<file path="src/common/bus_ctl_pkg.sv">
// Package of constants and types for the bus direction and reset control block
// Behaviour
// RULE1 - Select single-ended or differential operation from the differential mode select pin.
// RULE2 - In single-ended operation the initiator and target direction gates stay unused.
// RULE3 - Differential arbitration and selection: drive only own ID bit on data outputs; code does so only while the arbitration bit is set.
// RULE4 - Differential information transfer: data outputs all high for output, all low input.
// RULE5 - Initiator role: initiator direction gate steers ATN and ACK transceivers.
// RULE6 - Target role: target direction gate steers REQ, MSG, C/D and I/O transceivers.
// RULE7 - Busy, select and bus reset transceivers each enabled by own active-low output.
// RULE8 - With feature enable set, hold enables inactive two to three cycles after release.
// RULE9 - Input-to-output delays data-in activity; output-to-input delays data-out lines.
// RULE10 - Asynchronous send: data stands at least one period and 55 ns before strobe.
// RULE11 - Synchronous period is input clock scaled by the encoded period setting.
// RULE12 - Fast bus timing and fast clock bits select fast or normal synchronous timing.
// RULE13 - Software uses DMA for synchronous transfers; clears fast timing at 5.0 MB/s or below.
// RULE14 - Hard reset on power-up, chip-reset command or reset pin; device left disconnected.
// RULE15 - After chip-reset command all stays in reset until a no-operation command; code does not clear or hold the bus reset interrupt flag.
// RULE16 - Soft reset on bus reset sense or bus-reset command; command drives reset output.
// RULE17 - Soft reset clears sequencer, mode bits, command queue, bus signals except reset out.
// RULE18 - Received bus reset disconnects and raises interrupt unless disabled by config bit.
// RULE19 - Bus reset still sensed when interrupt cleared raises the interrupt again.
// RULE20 - Bus-reset command drives reset output about 25 us, no completion interrupt.
// RULE21 - Disconnect reset on disconnect commands, bus free as initiator, selection time-out.
// RULE22 - Disconnect reset clears mode bits, queue, bus signals except reset out, modules.
// RULE23 - Reset pulse and turnaround delay are counted in cycles of the one input clock.
package bus_ctl_pkg;
	// ****************************************
	// Clock and timing
	// ****************************************
	localparam int CLK_PERIOD_PS    = 5000;
	localparam int SETUP_TIME_PS    = 55000;
	localparam int SETUP_CYCLES     = (SETUP_TIME_PS + CLK_PERIOD_PS - 1) / CLK_PERIOD_PS;
	localparam int BUS_RESET_NS     = 25000;
	localparam int BUS_RESET_CYCLES = (BUS_RESET_NS * 1000) / CLK_PERIOD_PS;
	localparam int TURN_MIN_CYCLES  = 2;
	localparam int TURN_MAX_CYCLES  = 3;
	localparam int CNT_W            = 16;

	// ****************************************
	// Register offsets
	// ****************************************
	localparam logic [7:0] OFS_COMMAND = 8'h00;
	localparam logic [7:0] OFS_CONFIG  = 8'h04;
	localparam logic [7:0] OFS_CONTROL = 8'h08;
	localparam logic [7:0] OFS_STATUS  = 8'h0C;
	localparam logic [7:0] OFS_INTCLR  = 8'h10;

	// ****************************************
	// Config field positions and reset value
	// ****************************************
	localparam int CFG_PERIOD_LSB   = 0;
	localparam int CFG_PERIOD_W     = 3;
	localparam int CFG_FAST_CLK     = 3;
	localparam int CFG_FAST_BUS     = 4;
	localparam int CFG_FEATURE_EN   = 6;
	localparam int CFG_RST_INT_DIS  = 7;
	localparam int CFG_OWN_ID_LSB   = 8;
	localparam logic [10:0] CFG_RESET = 11'h000;

	// ****************************************
	// Control and status bit positions
	// ****************************************
	localparam int CTL_SEL_EN    = 0;
	localparam int CTL_TARGET    = 1;
	localparam int CTL_INITIATOR = 2;
	localparam int CTL_BSY       = 3;
	localparam int CTL_SEL       = 4;
	localparam int CTL_ARB       = 5;
	localparam int CTL_DRIVE     = 6;
	localparam logic [6:0] CTL_RESET = 7'h00;
	localparam int ST_RST_INT    = 0;
	localparam int ST_DIFF       = 1;
	localparam int ST_LOCKED     = 2;
	localparam int ST_RST_OUT    = 3;
	localparam int ST_QUEUE      = 4;

	// ****************************************
	// Commands
	// ****************************************
	localparam logic [7:0] CMD_NOP        = 8'h00;
	localparam logic [7:0] CMD_CHIP_RESET = 8'h02;
	localparam logic [7:0] CMD_BUS_RESET  = 8'h03;
	localparam logic [7:0] CMD_TGT_DISC   = 8'h27;
	localparam logic [7:0] CMD_DISC_SEQ   = 8'h24;
	localparam logic [7:0] CMD_TERM_SEQ   = 8'h11;

	typedef enum logic [1:0] {DIR_IN, DIR_TURN_OUT, DIR_OUT, DIR_TURN_IN} dir_state_t;
endpackage

</file>
<file path="src/design/turnaround_timer.sv">
// Direction turnaround delay for the differential transceivers
module turnaround_timer
	import bus_ctl_pkg::*;
(
	input  wire logic ref_clk,
	input  wire logic rst,
	input  wire logic feature_en,
	input  wire logic want_out,
	output logic      drive_out,
	output logic      drive_in
);
	typedef struct packed {
		dir_state_t state;
		logic [1:0] cnt;
	} turn_t;

	turn_t cur_ff;
	turn_t nxt_cur;

	always_comb begin
		nxt_cur = cur_ff;
		case (cur_ff.state)
			DIR_IN: begin
				if (want_out) begin
					nxt_cur.state = feature_en ? DIR_TURN_OUT : DIR_OUT; // [RULE8]
					nxt_cur.cnt   = 2'(TURN_MIN_CYCLES);
				end
			end
			DIR_TURN_OUT: begin
				nxt_cur.cnt = cur_ff.cnt - 2'd1;
				if (cur_ff.cnt == 2'd1) begin
					nxt_cur.state = DIR_OUT; // [RULE9]
				end
			end
			DIR_OUT: begin
				if (!want_out) begin
					nxt_cur.state = feature_en ? DIR_TURN_IN : DIR_IN; // [RULE8]
					nxt_cur.cnt   = 2'(TURN_MIN_CYCLES);
				end
			end
			DIR_TURN_IN: begin
				nxt_cur.cnt = cur_ff.cnt - 2'd1;
				if (cur_ff.cnt == 2'd1) begin
					nxt_cur.state = DIR_IN; // [RULE9]
				end
			end
			default: nxt_cur.state = DIR_IN;
		endcase
	end

	always_ff @(posedge ref_clk) begin
		if (rst) begin
			cur_ff <= '{state: DIR_IN, cnt: 2'd0};
		end else begin
			cur_ff <= nxt_cur; // [RULE23]
		end
	end

	assign drive_out = (cur_ff.state == DIR_OUT);
	assign drive_in  = (cur_ff.state == DIR_IN);
endmodule

</file>
<file path="src/design/sync_period_gen.sv">
// Synchronous transfer period generator and asynchronous setup timer
module sync_period_gen
	import bus_ctl_pkg::*;
(
	input  wire logic                    ref_clk,
	input  wire logic                    rst,
	input  wire logic                    run,
	input  wire logic [CFG_PERIOD_W-1:0] period_code,
	input  wire logic                    fast_bus,
	input  wire logic                    fast_clk,
	output logic                         sync_tick,
	output logic                         setup_done
);
	typedef struct packed {
		logic [4:0] div;
		logic [4:0] setup;
		logic       tick;
	} per_t;

	per_t cur_ff;
	per_t nxt_cur;
	logic [4:0] limit;

	always_comb begin
		limit = 5'd4 + 5'(period_code); // [RULE11]
		if (fast_bus && fast_clk) begin
			limit = limit - 5'd2; // [RULE12]
		end else if (fast_bus || fast_clk) begin
			limit = limit - 5'd1; // [RULE12]
		end
		nxt_cur = cur_ff;
		nxt_cur.tick = 1'b0;
		if (!run) begin
			nxt_cur.div   = 5'd0;
			nxt_cur.setup = 5'd0;
		end else begin
			if (cur_ff.setup != 5'(SETUP_CYCLES)) begin
				nxt_cur.setup = cur_ff.setup + 5'd1; // [RULE10]
			end
			if (cur_ff.div >= limit) begin
				nxt_cur.div  = 5'd0;
				nxt_cur.tick = 1'b1;
			end else begin
				nxt_cur.div = cur_ff.div + 5'd1;
			end
		end
	end

	always_ff @(posedge ref_clk) begin
		if (rst) begin
			cur_ff <= '0;
		end else begin
			cur_ff <= nxt_cur;
		end
	end

	assign sync_tick  = cur_ff.tick;
	assign setup_done = (cur_ff.setup == 5'(SETUP_CYCLES)); // [RULE10]
endmodule

</file>
<file path="src/design/bus_ctl.sv">
// Bus direction and three-level reset control with AXI4-Lite registers
module bus_ctl
	import bus_ctl_pkg::*;
#(
	parameter int RESET_CYCLES = BUS_RESET_CYCLES
) (
	input  wire logic        ref_clk,
	input  wire logic        rst,
	input  wire logic        awvalid,
	output logic             awready,
	input  wire logic [7:0]  awaddr,
	input  wire logic        wvalid,
	output logic             wready,
	input  wire logic [31:0] wdata,
	input  wire logic [3:0]  wstrb,
	output logic             bvalid,
	input  wire logic        bready,
	output logic [1:0]       bresp,
	input  wire logic        arvalid,
	output logic             arready,
	input  wire logic [7:0]  araddr,
	output logic             rvalid,
	input  wire logic        rready,
	output logic [31:0]      rdata,
	output logic [1:0]       rresp,
	input  wire logic        hw_reset_pin,
	input  wire logic        diff_mode_select_n,
	input  wire logic        bus_reset_sense_n,
	input  wire logic        bus_free,
	input  wire logic        select_timeout,
	input  wire logic [7:0]  bus_data_in_n,
	output logic [7:0]       bus_data_out_n,
	output logic             bus_parity_out_n,
	output logic [7:0]       data_drive,
	output logic             initiator_dir_gate,
	output logic             target_dir_gate,
	output logic             busy_drive_n,
	output logic             select_drive_n,
	output logic             bus_reset_drive_n,
	output logic             sync_tick,
	output logic             setup_done,
	output logic             bus_reset_irq
);
	// ****************************************
	// State
	// ****************************************
	typedef struct packed {
		logic [10:0]      cfg;
		logic [6:0]       ctl;
		logic [1:0]       queue;
		logic             locked;
		logic             rst_int;
		logic             sense_d;
		logic [CNT_W-1:0] rst_cnt;
		logic             aw_got;
		logic             w_got;
		logic [7:0]       aw_addr;
		logic [31:0]      w_data;
		logic             bvalid;
		logic [1:0]       bresp;
		logic             rvalid;
		logic [31:0]      rdata;
		logic [1:0]       rresp;
		logic [7:0]       dout;
		logic             pout;
	} state_t;

	state_t cur_ff;
	state_t nxt_cur;

	logic diff_mode;
	logic turn_out;
	logic turn_in;
	logic drive_data;
	logic sense_rst;
	logic do_write;
	logic soft_rst;
	logic disc_rst;
	logic rst_irq_set;
	logic [7:0] cmd;
	logic [7:0] id_mask;

	function automatic logic is_disc_cmd(input logic [7:0] c);
		is_disc_cmd = (c == CMD_TGT_DISC) || (c == CMD_DISC_SEQ) || (c == CMD_TERM_SEQ);
	endfunction

	// ****************************************
	// Helpers
	// ****************************************
	turnaround_timer u_turn (
		.ref_clk   (ref_clk),
		.rst       (rst || hw_reset_pin), // [RULE14]
		.feature_en(cur_ff.cfg[CFG_FEATURE_EN]),
		.want_out  (drive_data),
		.drive_out (turn_out),
		.drive_in  (turn_in)
	);

	sync_period_gen u_sync (
		.ref_clk    (ref_clk),
		.rst        (rst || hw_reset_pin), // [RULE14]
		.run        (turn_out),
		.period_code(cur_ff.cfg[CFG_PERIOD_LSB +: CFG_PERIOD_W]),
		.fast_bus   (cur_ff.cfg[CFG_FAST_BUS]),
		.fast_clk   (cur_ff.cfg[CFG_FAST_CLK]),
		.sync_tick  (sync_tick),
		.setup_done (setup_done)
	);

	// ****************************************
	// Next state
	// ****************************************
	always_comb begin
		diff_mode  = !diff_mode_select_n; // [RULE1]
		sense_rst  = !bus_reset_sense_n;
		drive_data = cur_ff.ctl[CTL_DRIVE] || cur_ff.ctl[CTL_ARB];
		id_mask    = 8'h01 << cur_ff.cfg[CFG_OWN_ID_LSB +: 3];
		do_write   = cur_ff.aw_got && cur_ff.w_got && !cur_ff.bvalid;
		cmd        = cur_ff.w_data[7:0];
		nxt_cur    = cur_ff;
		soft_rst   = 1'b0;
		disc_rst   = 1'b0;
		// Write channel capture in either order
		if (awvalid && !cur_ff.aw_got) begin
			nxt_cur.aw_got  = 1'b1;
			nxt_cur.aw_addr = awaddr;
		end
		if (wvalid && !cur_ff.w_got) begin
			nxt_cur.w_got  = 1'b1;
			nxt_cur.w_data = wdata;
		end
		if (cur_ff.bvalid && bready) begin
			nxt_cur.bvalid = 1'b0;
		end
		if (do_write) begin
			nxt_cur.aw_got = 1'b0;
			nxt_cur.w_got  = 1'b0;
			nxt_cur.bvalid = 1'b1;
			nxt_cur.bresp  = 2'b00;
			if (cur_ff.aw_addr == OFS_COMMAND) begin
				if (wstrb[0]) begin
					if (cur_ff.locked) begin
						if (cmd == CMD_NOP) begin
							nxt_cur.locked = 1'b0; // [RULE15]
						end
					end else if (cmd == CMD_CHIP_RESET) begin
						nxt_cur.locked = 1'b1; // [RULE14]
					end else if (cmd == CMD_BUS_RESET) begin
						nxt_cur.rst_cnt = CNT_W'(RESET_CYCLES); // [RULE16] [RULE20]
						soft_rst = 1'b1;
					end else if (is_disc_cmd(cmd)) begin
						disc_rst = 1'b1; // [RULE21]
					end else if (cur_ff.queue != 2'd3) begin
						nxt_cur.queue = cur_ff.queue + 2'd1;
					end
				end
			end else if (cur_ff.locked) begin
				nxt_cur.bresp = 2'b00;
			end else if (cur_ff.aw_addr == OFS_CONFIG) begin
				nxt_cur.cfg = cur_ff.w_data[10:0];
			end else if (cur_ff.aw_addr == OFS_CONTROL) begin
				nxt_cur.ctl = cur_ff.w_data[6:0];
			end else if (cur_ff.aw_addr == OFS_INTCLR) begin
				if (cur_ff.w_data[ST_RST_INT]) begin
					nxt_cur.rst_int = 1'b0;
				end
			end else if (cur_ff.aw_addr != OFS_STATUS) begin
				nxt_cur.bresp = 2'b10;
			end
		end
		// Bus reset received
		nxt_cur.sense_d = sense_rst;
		if (sense_rst && !cur_ff.sense_d) begin
			soft_rst = 1'b1; // [RULE16] [RULE18]
		end
		rst_irq_set = sense_rst && !cur_ff.cfg[CFG_RST_INT_DIS]; // [RULE18] [RULE19]
		if (rst_irq_set) begin
			nxt_cur.rst_int = 1'b1;
		end
		// Bus free in initiator role, selection time-out
		if ((bus_free && cur_ff.ctl[CTL_INITIATOR]) || select_timeout) begin
			disc_rst = 1'b1; // [RULE21]
		end
		if (cur_ff.rst_cnt != '0) begin
			nxt_cur.rst_cnt = cur_ff.rst_cnt - CNT_W'(1); // [RULE23]
		end
		if (soft_rst) begin
			nxt_cur.ctl   = CTL_RESET; // [RULE17]
			nxt_cur.queue = 2'd0;
		end
		if (disc_rst) begin
			nxt_cur.ctl[CTL_TARGET]    = 1'b0; // [RULE22]
			nxt_cur.ctl[CTL_INITIATOR] = 1'b0;
			nxt_cur.ctl[CTL_BSY]       = 1'b0;
			nxt_cur.ctl[CTL_SEL]       = 1'b0;
			nxt_cur.ctl[CTL_ARB]       = 1'b0;
			nxt_cur.ctl[CTL_DRIVE]     = 1'b0;
			nxt_cur.queue              = 2'd0;
		end
		if (cur_ff.locked) begin
			nxt_cur.cfg   = CFG_RESET; // [RULE15]
			nxt_cur.ctl   = CTL_RESET;
			nxt_cur.queue = 2'd0;
			nxt_cur.rst_cnt = '0;
		end
		// Read channel
		if (cur_ff.rvalid && rready) begin
			nxt_cur.rvalid = 1'b0;
		end
		if (arvalid && !cur_ff.rvalid) begin
			nxt_cur.rvalid = 1'b1;
			nxt_cur.rresp  = 2'b00;
			nxt_cur.rdata  = 32'h0;
			if (araddr == OFS_CONFIG) begin
				nxt_cur.rdata[10:0] = cur_ff.cfg;
			end else if (araddr == OFS_CONTROL) begin
				nxt_cur.rdata[6:0] = cur_ff.ctl;
			end else if (araddr == OFS_STATUS) begin
				nxt_cur.rdata[ST_RST_INT]        = cur_ff.rst_int;
				nxt_cur.rdata[ST_DIFF]           = diff_mode;
				nxt_cur.rdata[ST_LOCKED]         = cur_ff.locked;
				nxt_cur.rdata[ST_RST_OUT]        = (cur_ff.rst_cnt != '0);
				nxt_cur.rdata[ST_QUEUE +: 2]     = cur_ff.queue;
			end else if ((araddr != OFS_COMMAND) && (araddr != OFS_INTCLR)) begin
				nxt_cur.rresp = 2'b10;
			end
		end
		// Data output lines
		nxt_cur.pout = 1'b1;
		if (!diff_mode) begin
			nxt_cur.dout = 8'hFF;
		end else if (turn_in) begin
			nxt_cur.dout = 8'h00; // [RULE4] [RULE9]
			nxt_cur.pout = 1'b0;
		end else if (cur_ff.ctl[CTL_ARB]) begin
			nxt_cur.dout = id_mask; // [RULE3]
			nxt_cur.pout = 1'b0;
		end else begin
			nxt_cur.dout = 8'hFF; // [RULE4] [RULE9]
		end
	end

	// ****************************************
	// Registers
	// ****************************************
	always_ff @(posedge ref_clk) begin
		if (rst || hw_reset_pin) begin
			cur_ff <= '0; // [RULE14]
		end else begin
			cur_ff <= nxt_cur;
		end
	end

	// ****************************************
	// Outputs
	// ****************************************
	assign awready = !cur_ff.aw_got;
	assign wready  = !cur_ff.w_got;
	assign bvalid  = cur_ff.bvalid;
	assign bresp   = cur_ff.bresp;
	assign arready = !cur_ff.rvalid;
	assign rvalid  = cur_ff.rvalid;
	assign rdata   = cur_ff.rdata;
	assign rresp   = cur_ff.rresp;
	assign bus_data_out_n   = cur_ff.dout;
	assign bus_parity_out_n = cur_ff.pout;
	assign data_drive = (diff_mode && turn_in) ? 8'h00 : // [RULE9]
		(turn_out ? (cur_ff.ctl[CTL_ARB] ? id_mask : 8'hFF) : 8'h00);
	assign initiator_dir_gate = diff_mode && cur_ff.ctl[CTL_INITIATOR]; // [RULE2] [RULE5]
	assign target_dir_gate    = diff_mode && cur_ff.ctl[CTL_TARGET]; // [RULE2] [RULE6]
	assign busy_drive_n      = !cur_ff.ctl[CTL_BSY]; // [RULE7]
	assign select_drive_n    = !cur_ff.ctl[CTL_SEL]; // [RULE7]
	assign bus_reset_drive_n = (cur_ff.rst_cnt == '0); // [RULE7] [RULE20]
	assign bus_reset_irq     = cur_ff.rst_int; // [RULE18]
endmodule

</file>
<file path="config.mk">
export PLATFORM = sky130hd
export DESIGN_NAME = bus_ctl
export DESIGN_NICKNAME = d
export VERILOG_FILES = /design/src/common/bus_ctl_pkg.sv /design/src/design/turnaround_timer.sv /design/src/design/sync_period_gen.sv /design/src/design/bus_ctl.sv
export SDC_FILE = /design/constraint.sdc
export NUM_CORES = 1
export LEC_CHECK = 0
export CAP_MARGIN = 40
export CORE_ASPECT_RATIO = 0.6
export CORE_MARGIN = 2
export CORE_UTILIZATION = 25
export CTS_BUF_LIST = sky130_fd_sc_hd__clkbuf_8
export DETAILED_ROUTE_END_ITERATION = 7
export DONT_BUFFER_PORTS = 1
export SYNTH_ARGS = -nofsm -noshare
export SYNTH_HDL_FRONTEND = slang
export SYNTH_SLANG_ARGS = --single-unit
export TNS_END_PERCENT = 5
</file>
<file path="constraint.sdc">
create_clock -name ref_clk -period 2.6 [get_ports ref_clk]
set_clock_uncertainty 0.2 [all_clocks]
set_input_delay 0.26 -clock ref_clk [delete_from_list [all_inputs] [get_ports ref_clk]]
set_output_delay 0.26 -clock ref_clk [all_outputs]
set_load 0.01 [all_outputs]
</file>
; Word level (Yosys, flattened, before mapping)
; Index checks and enable logic that the tools add are counted.
[word_totals]
regBits = 101
latch_bits = 0
mem_bits_rw = 0
romBits = 0
input_bits = 72
out_inout_bits = 66
wordCells = 202
n_memories = 0
[op_classes]
add_sub_neg = 8
multipliers = 0
div = 0
order_cmp = 1
eq_ne = 30
n_shift = 1
muxes = 71
n_bitwise = 7
reduce_logical = 60
[op_table]
columns = op, n
row1 = 16-bit two-way mux, 6
row2 = 35-bit two-way mux, 1
row3 = 1-bit two-way mux, 34
row4 = 8-bit two-way mux, 4
row5 = 2-bit two-way mux, 14
row6 = 8-bit by 4-bit == test with 1-bit output (second input constant), 3
row7 = 18-bit two-way mux, 1
row8 = 2-bit nonzero test, 9
row9 = 8-bit by 2-bit == test with 1-bit output (second input constant), 2
row10 = 8-bit by 3-bit == test with 1-bit output (second input constant), 2
row11 = 8-bit by 5-bit == test with 1-bit output (second input constant), 2
row12 = 8-bit by 6-bit == test with 1-bit output (second input constant), 2
row13 = 16-bit zero test, 1
row14 = 8-bit zero test, 2
row15 = 4-bit case mux with 4 select lines, 1
row16 = 16-bit nonzero test, 1
row17 = 16-bit by 1-bit subtractor with 16-bit output (second input constant), 1
row18 = 1-bit logical AND, 15
row19 = 4-bit two-way mux, 3
row20 = 6-bit two-way mux, 2
row21 = 2-bit by 1-bit != test with 1-bit output (second input constant), 6
row22 = 5-bit by 1-bit adder with 5-bit output (second input constant), 2
row23 = 1-bit zero test, 10
row24 = 5-bit two-way mux, 2
row25 = other kinds (31), 52

; Depth between registers and ports, before layout
; Gate-level depths: netlist (run 1).
[depth]
ltp_word = 12
ltp_mapped = 10
depth_no_buf = 10

; By module
; Synthesis (run 1) repeated with hierarchy kept, for this count alone.
[unflattened]
cells_unflattened = 568
area_unflattened_um2 = 4902.2
[modules_own_cells]
columns = mod, n_inst, cells_per_inst, area_per_inst_um2, seq_area_each_um2
row1 = bus_ctl, 1, 470, 3993.8, 1681.6
row2 = sync_period_gen, 1, 76, 696.9, 220.2
row3 = turnaround_timer, 1, 22, 211.5, 80.1

; Least setup slack after synthesis (run 1)
; Ideal clock, no wire load.
[synth_path]
path_type = reg2reg
start = reg cur_ff[118] (netlist bit)
end = reg u_sync.cur_ff[10] (netlist bit)
setup_time_ns = 0.064
t_arrival_ns = 2.356
t_required_ns = 2.336
setup_slack_ns = -0.020
path_stages_with_launch = 11
n_path_buf = 0
period_less_slack_ns = 2.620
cell_sequence = dfxtp_1 inv_1 ha_1 inv_1 maj3_1 a21oi_1 ha_1 a21o_1 a21o_1 a2111o_1 nor2_1
[synth_via]
elab_chain_cells = 6
elab_cells_between_ends = 7
cone_classes = add/sub: 3 / order compare: 1 / mux: 2 / reduce/logical: 1
[synth_lines]
columns = item, line
row1 = "start, declared", bus_ctl.sv:68  ; state_t cur_ff;
row2 = "start signal, assigned", bus_ctl.sv:250  ; cur_ff <= nxt_cur;
row3 = 3-bit by 3-bit adder with 4-bit output *, sync_period_gen.sv:25  ; limit = 5'd4 + 5'(period_code);
row4 = 5-bit by 1-bit subtractor with 5-bit output, sync_period_gen.sv:29  ; limit = limit - 5'd1;
row5 = 5-bit two-way mux, sync_period_gen.sv:28  ; end else if (fast_bus || fast_clk) begin
row6 = 5-bit two-way mux *, sync_period_gen.sv:26  ; if (fast_bus && fast_clk) begin
row7 = 5-bit greater-or-equal comparator *, sync_period_gen.sv:40  ; if (cur_ff.div >= limit) begin
row8 = 3-bit OR reduction (no line) *, n/a
row9 = "end signal, assigned", sync_period_gen.sv:53  ; cur_ff <= nxt_cur;
row10 = "end, declared", sync_period_gen.sv:20  ; per_t cur_ff;
; Every way passes the cells marked *; elsewhere a longest branch is shown, timed or not.
; A chain may end at the register's enable or synchronous reset.

; Final worst setup path (run 1)
[layout_path]
start = reg cur_ff[118] (netlist bit)
end = reg u_sync.cur_ff[9] (netlist bit)
; Same word-level chain as after synthesis.

==> metrics.txt, run 1 <==
status completed; Worst Path Required between 2 and 3 ns; vias per cell approximately 4.4; total power around 4.7 mW; Critical Path AT 2.63 ns; Remaining Overflow, GRT 0; CTS Buf Count 9; fin crit period around 2.5 ns; H-tree Lvls 3; Antenna Violating Nets Remaining 0; wire per inst roughly 14 um; main combinational cell family by area after synthesis simple AND/OR/NAND/NOR gates; Max clock buf depth 2; Synth area leader dfxtp_1; Max-Cap Viols 0; list of most frequent post-synthesis cells 99 x dfxtp_1, 85 x nor2_1, 57 x nand2_1, 52 x a21oi_1, 44 x buf_4; Critical Path End Type flop; non-filler cells, final between 800 and 900; Layout Nets ~680; Cell variety after synth between 60 and 70; GP Congestion between 0.7 and 0.8; layout cells sized above 1 0.111; Pwr Density ~800 nW/um2; Syn Inst Count 589; clk sinks just under 100; Area Overhead vs Synth 14.1%; pin count of the biggest net entering global routing 27; die height between 100 and 150 um; final hold vios 0; Ant. Diodes 0; slack of the critical path slightly below 0.08 ns; Final period util 0.970; Pre-antenna DRT Iters 5; first-pass GRT wire length around 20 mm; Placed Cells slightly above 800; clock slew at reported path FFs approximately 0.10 ns; drt drc 0; Pins Over Slew Limit 0; Synth Area in Simple Gates 0.258; Rows 40; mux cell area share after synthesis 0.0597; sequential area share after synthesis 0.394; prevailing post-synth register cell dfxtp_1; RSZ-0062 raised after global routing yes; ys async rst share 0; synth top area cells dfxtp_1 39%, buf_4 6.6%, nor2_1 6.3%; port buffer count 0; pre-CTS setup slack -0.0533 ns; Peak Freq 0.397 GHz; die area ~21000 um2; # setup viols final 0; core area 19900 um2; I/O pin count 138; final hold slack between 0.04 and 0.05 ns; Mapped Area roughly 5000 um2; worst-path fanout max 5; worst skew pair latency between 0.3 and 0.4 ns; min-delay worst type input port to flop; detailed placer's ending HPWL about 9.4 mm; most common cell in the synthesized netlist dfxtp_1; CTS tree done; Via Count between 3000 and 4000; First DRT Iteration DRCs about 240; actual slew at the worst max-slew pin roughly 0.8 ns; Post-synth EDFFs 0; All-Layer GR Usage 0.118; flops & latches, synth roughly 100; Worst setup SP type flop; max_slew headroom 0.474; Initial Utilization 0.253; die width between 150 and 200 um; leakage power 2.21 nW; vias in the first global route 3742; Root Buffer clkbuf_8; area share of the largest cell type after synthesis 0.394; xor/xnor cell area share of the yosys netlist 0.0296; Total Wirelength between 10 and 15 mm; initial antenna violation count 0; peak supply drop ~0.00047 V; Setup CP Type flop to flop; Compound-Gate Fraction of Synth Area 0.115; Mean Syn Cell Area about 8.5 um2; post-synthesis adder-cell area fraction 0.0403; synth warn 0
## through the flow
stage / area [um2] / setup TNS [ns] / util
2_1_floorplan: 5110 / 0 / -
3_3_place_gp: 5100 / -0.00564 / 0.257
3_5_place_dp: 5130 / -0.198 / 0.258
4_1_cts: 5710 / 0 / 0.287
5_1_grt: 5740 / -0.156 / 0.289
6_report: 5740 / 0 / 0.289
## layer usage
layer	wire [um]	up-vias	global-route usage	share of wire
li1	-	1976	-	-
met1	6370	1832	0.166	0.51
met2	5340	73	0.179	0.43
met3	640	7	0.0320	0.051
met4	78	0	0.0280	0.0063
met5	0	-	0	0
## cell families after synthesis
family,Yosys count
AND/OR/NAND/NOR,243
flip-flops,99
AO/OA/AOI/OAI,91
buffers and inverters,91
multiplexers,30
adder cells (fa/ha/maj),17
XOR/XNOR,17
other,1
## report_power, final
part / switching [mW] / internal (mW)
Clock: 0.553 / 0.598
Sequential: 0.193 / 1.65
Combinational: 0.964 / 0.734
Total: 1.71 / 2.98
## state kept, by name, summed over array words and instances, names as in the netlist
register and count:
bus_data_out_n 8, u_turn.cur_ff 4, bus_reset_irq 1, cur_ff 51, bvalid 1, rvalid 1
rdata 11, u_sync.cur_ff 10, u_sync.sync_tick 1, cmd 8, bus_parity_out_n 1, bresp 1
rresp 1
## final timing paths
kind / from / endpoint / slack, ns / cells after the start
min reg2reg: cur_ff[56] / cur_ff[56] / 0.26 / 2
max reg2reg: cur_ff[118] / u_sync.cur_ff[9] / 0.08 / 10
max: cur_ff[118] / u_sync.cur_ff[9] / 0.08 / 10
min: araddr[2] / rdata[1] / 0.05 / 3
## worst max-delay path, stage by stage, from the launching register on
cell	delay (ns)
dfxtp_2	0.35
inv_2	0.05
ha_4	0.23
maj3_2	0.29
nor2_2	0.12
a21oi_2	0.04
ha_1	0.29
a21o_1	0.15
a21o_1	0.16
a2111o_1	0.44
nor2_1	0.13
## final cells by class
cell class              count  area [um2]
clock buffers              11         151
clock inverters             5        85.1
fillers                  2168       14100
inverters                  16        65.1
multi-input cells         421        2640
flip-flops and latches     99        1990
well taps                 273         342
repair buffers             49         468
## cells in the final DEF (no fill, tap or decap), types with 5 or more instances in the layout
cell type and instances:
dlygate4sd3_1 32, xor2_1 9, buf_4 16, o21ai_0 6, nor4_1 5, a22o_1 6
nand4b_1 5, nand3_1 16, a21oi_1 51, dfxtp_1 96, or3_1 5, clkbuf_8 11
nand2b_1 9, nand2_1 57, ha_1 12, conb_1 23, nor2b_1 8, o211ai_1 5
xnor2_1 8, mux2i_1 30, nand3b_1 5, inv_1 12, nor3_1 15, nor2_1 84
## what timing repair did
action	4_1_cts	5_1_grt
setup buffers	0	2
endpoints found under the hold margin	38	0
hold buffers	32	0
endpoints found under the setup margin	5	5
pin swaps	9	6
gates resized for setup	9	5
(Power assumes the default switching activity.)
==> run 2, diff against run 1 <==
--- a/config.mk
+++ b/config.mk
@@ -10,6 +10,7 @@
 export CORE_MARGIN = 2
 export CORE_UTILIZATION = 25
 export CTS_BUF_LIST = sky130_fd_sc_hd__clkbuf_8
+export CTS_CLUSTER_SIZE = 16
 export DETAILED_ROUTE_END_ITERATION = 7
 export DONT_BUFFER_PORTS = 1
 export SYNTH_ARGS = -nofsm -noshare
==> constraint.sdc (replaced) <==
create_clock -name ref_clk -period 3.2 [get_ports ref_clk]
set_clock_uncertainty 0.2 [all_clocks]
set_input_delay 0.32 -clock ref_clk [delete_from_list [all_inputs] [get_ports ref_clk]]
set_output_delay 0.32 -clock ref_clk [all_outputs]
set_load 0.01 [all_outputs]
==> metrics.txt, run 2 (synthesis results as in run 1) <==
Root Buffer clkbuf_8 (unchanged); All-Layer GR Usage 0.117 (was 0.118); Max-Cap Viols 0 (unchanged); RSZ-0062 raised after global routing no (was yes); Area Overhead vs Synth 10.1% (was 14.1%); final hold slack 0.0403 ns (was 0.0496 ns); max FFs per register 51 (unchanged); Peak Freq 0.352 GHz (was 0.397 GHz); crit path buf inv count 2 (was 1); I/O pin count 138 (unchanged); clock slew at reported path FFs 0.08 ns (was 0.10 ns); slack of the critical path 0.358 ns (was 0.0782 ns); peak supply drop 0.000404 V (was 0.000468 V); Critical Path AT 2.93 ns (was 2.63 ns); Filler cells 2152 (was 2168); reg2reg end u_sync.cur_ff[6] (was u_sync.cur_ff[9]); reg-to-reg setup timing slack 0.36 ns (was 0.08 ns); Pins Over Slew Limit 0 (unchanged); Total Wirelength 12.4 mm (about the same); worst skew pair latency 0.35 ns (was 0.37 ns); Post-CTS Setup Repair Bufs 0 (unchanged); leakage power 2.11 nW (was 2.21 nW); Max clock buf depth 2 (unchanged); vias in the first global route 3631 (was 3742); commonest non-fill, non-tap cells in the layout 99 x dfxtp_1, 85 x nor2_1, 57 x nand2_1, 52 x a21oi_1, 30 x mux2i_1 (was 96 x dfxtp_1, 84 x nor2_1, 57 x nand2_1, 51 x a21oi_1, 32 x dlygate4sd3_1); Antenna Violating Nets Remaining 0 (unchanged); Pre-antenna DRT Iters 4 (was 5); CP Launch Point cur_ff[118] (unchanged); commonest non-fill, non-tap cell in the layout dfxtp_1 (unchanged); Pwr Density 668 nW/um2 (was 819 nW/um2); # resized after CTS 0 (was 9); Layout Nets 665 (was 681); wire per inst 14.4 um (was 14.2 um); most flop-heavy register cur_ff (unchanged); Initial Utilization 0.253 (unchanged); status completed (unchanged); final hold vios 0 (unchanged); vias per cell 4.40 (was 4.45); actual slew at the worst max-slew pin 0.794 ns (was 0.787 ns); detailed placer's ending HPWL 9.36 mm (was 9.40 mm); CP delay by family, top compound AO/OA/AOI/OAI gates (was adder cells); core area 19900 um2 (unchanged); GP Congestion 0.780 (was 0.767); port buffer count 0 (unchanged); Worst setup SP type flop (unchanged); worst path cell trace inv_1 > ha_1 > inv_1 > maj3_1 > a21oi_1 > ha_1 > a21o_1 > a21o_1 > a2111o_1 > nor2_1 (was inv_2 > ha_4 > maj3_2 > nor2_2 > a21oi_2 > ha_1 > a21o_1 > a21o_1 > a2111o_1 > nor2_1); pin count of the biggest net entering global routing 27 (unchanged); Multi-input gate area 2610 um2 (was 2640 um2); Ant. Diodes 0 (unchanged); setup TNS 0 ns (unchanged); initial antenna violation count 0 (unchanged); Rows 40 (unchanged); largest stage delay on the critical path 0.48 ns (was 0.44 ns); die width 187 um (unchanged); First DRT Iteration DRCs 190 (was 244); total power 3.70 mW (was 4.69 mW); FF+latch area 1980 um2 (was 1990 um2); CTS tree done (unchanged); Final period util 0.888 (was 0.970); Critical Path End Type flop (unchanged); crit path to u_sync.cur_ff[6] (was u_sync.cur_ff[9]); die area 21300 um2 (unchanged); worst-path fanout max 5 (unchanged); Worst Path Required 3.29 ns (was 2.71 ns); clk sinks 99 (unchanged); Remaining Overflow, GRT 0 (unchanged); first-pass GRT wire length 19.9 mm (was 20.2 mm); H-tree Lvls 3 (unchanged); max_slew headroom 0.466 (was 0.474); Setup CP Type flop to flop (unchanged); CP max stage cell a2111o_1 (unchanged); Reg2Reg Depth 10 (unchanged); pre-CTS setup slack 0.373 ns (was -0.0533 ns); fin crit period 2.84 ns (was 2.52 ns); layout cells sized above 1 0.0701 (was 0.111); Worst R2R Start cur_ff[118] (unchanged); CTS Buf Count 9 (unchanged); die height 114 um (unchanged); Via Count 3773 (was 3888); min-delay worst type input port to flop (unchanged); Critical Path Stages 10 (unchanged); # setup viols final 0 (unchanged); drt drc 0 (unchanged)
-- run 2: area by class of cell --
| class | count | share of cell area |
|---|---|---|
| well taps | 273 | 0.0618 |
| flip-flops and latches | 99 | 0.358 |
| clock buffers | 9 | 0.0224 |
| inverters | 16 | 0.0118 |
| repair buffers | 33 | 0.0615 |
| clock inverters | 7 | 0.0124 |
| multi-input cells | 421 | 0.472 |
-- run 2: what timing repair did --
item	in CTS	in global routing
endpoints found under the setup margin	0	0
hold buffers	29	0
endpoints found under the hold margin	35	0
-- run 2: worst min-delay path by stage --
stage                 startpoint          end  depth (start not counted)  slack (ns)
2_1_floorplan  bus_reset_sense_n  cur_ff[105]                          1        0.19
3_3_place_gp   bus_reset_sense_n  cur_ff[105]                          1        0.19
3_5_place_dp   bus_reset_sense_n  cur_ff[105]                          1        0.20
4_1_cts                araddr[6]     rresp[1]                          3        0.02
5_1_grt        bus_reset_sense_n  cur_ff[110]                          4        0.03
6_report               araddr[6]     rresp[1]                          3        0.04
-- run 2: per-stage QoR --
step / area [um2] / cells / utilization
3_3_place_gp: 5010 / 811 / 0.252
2_1_floorplan: 5110 / 611 / -
4_1_cts: 5530 / 858 / 0.278
3_5_place_dp: 5050 / 813 / 0.254
6_report: 5530 / 858 / 0.278
5_1_grt: 5530 / 858 / 0.278
-- run 2: routing by layer --
| metal | routed length, um | up-vias | track usage |
|---|---|---|---|
| met2 | 5310 | 67 | 0.175 |
| met1 | 6360 | 1762 | 0.167 |
| met5 | 0 | - | 0 |
| li1 | - | 1942 | - |
| met3 | 667 | 2 | 0.0351 |
| met4 | 19 | 0 | 0.0175 |
-- run 2: worst register-to-register path, cell delays in order, from the launching register on --
cell	delay (ns)
dfxtp_1	0.40
inv_1	0.12
ha_1	0.31
inv_1	0.05
maj3_1	0.35
a21oi_1	0.17
ha_1	0.25
a21o_1	0.16
a21o_1	0.18
a2111o_1	0.48
nor2_1	0.12
-- run 2: where the power goes --
part,switching (mW),internal [mW]
clock,0.442,0.359
sequential,0.164,1.34
combinational,0.797,0.593
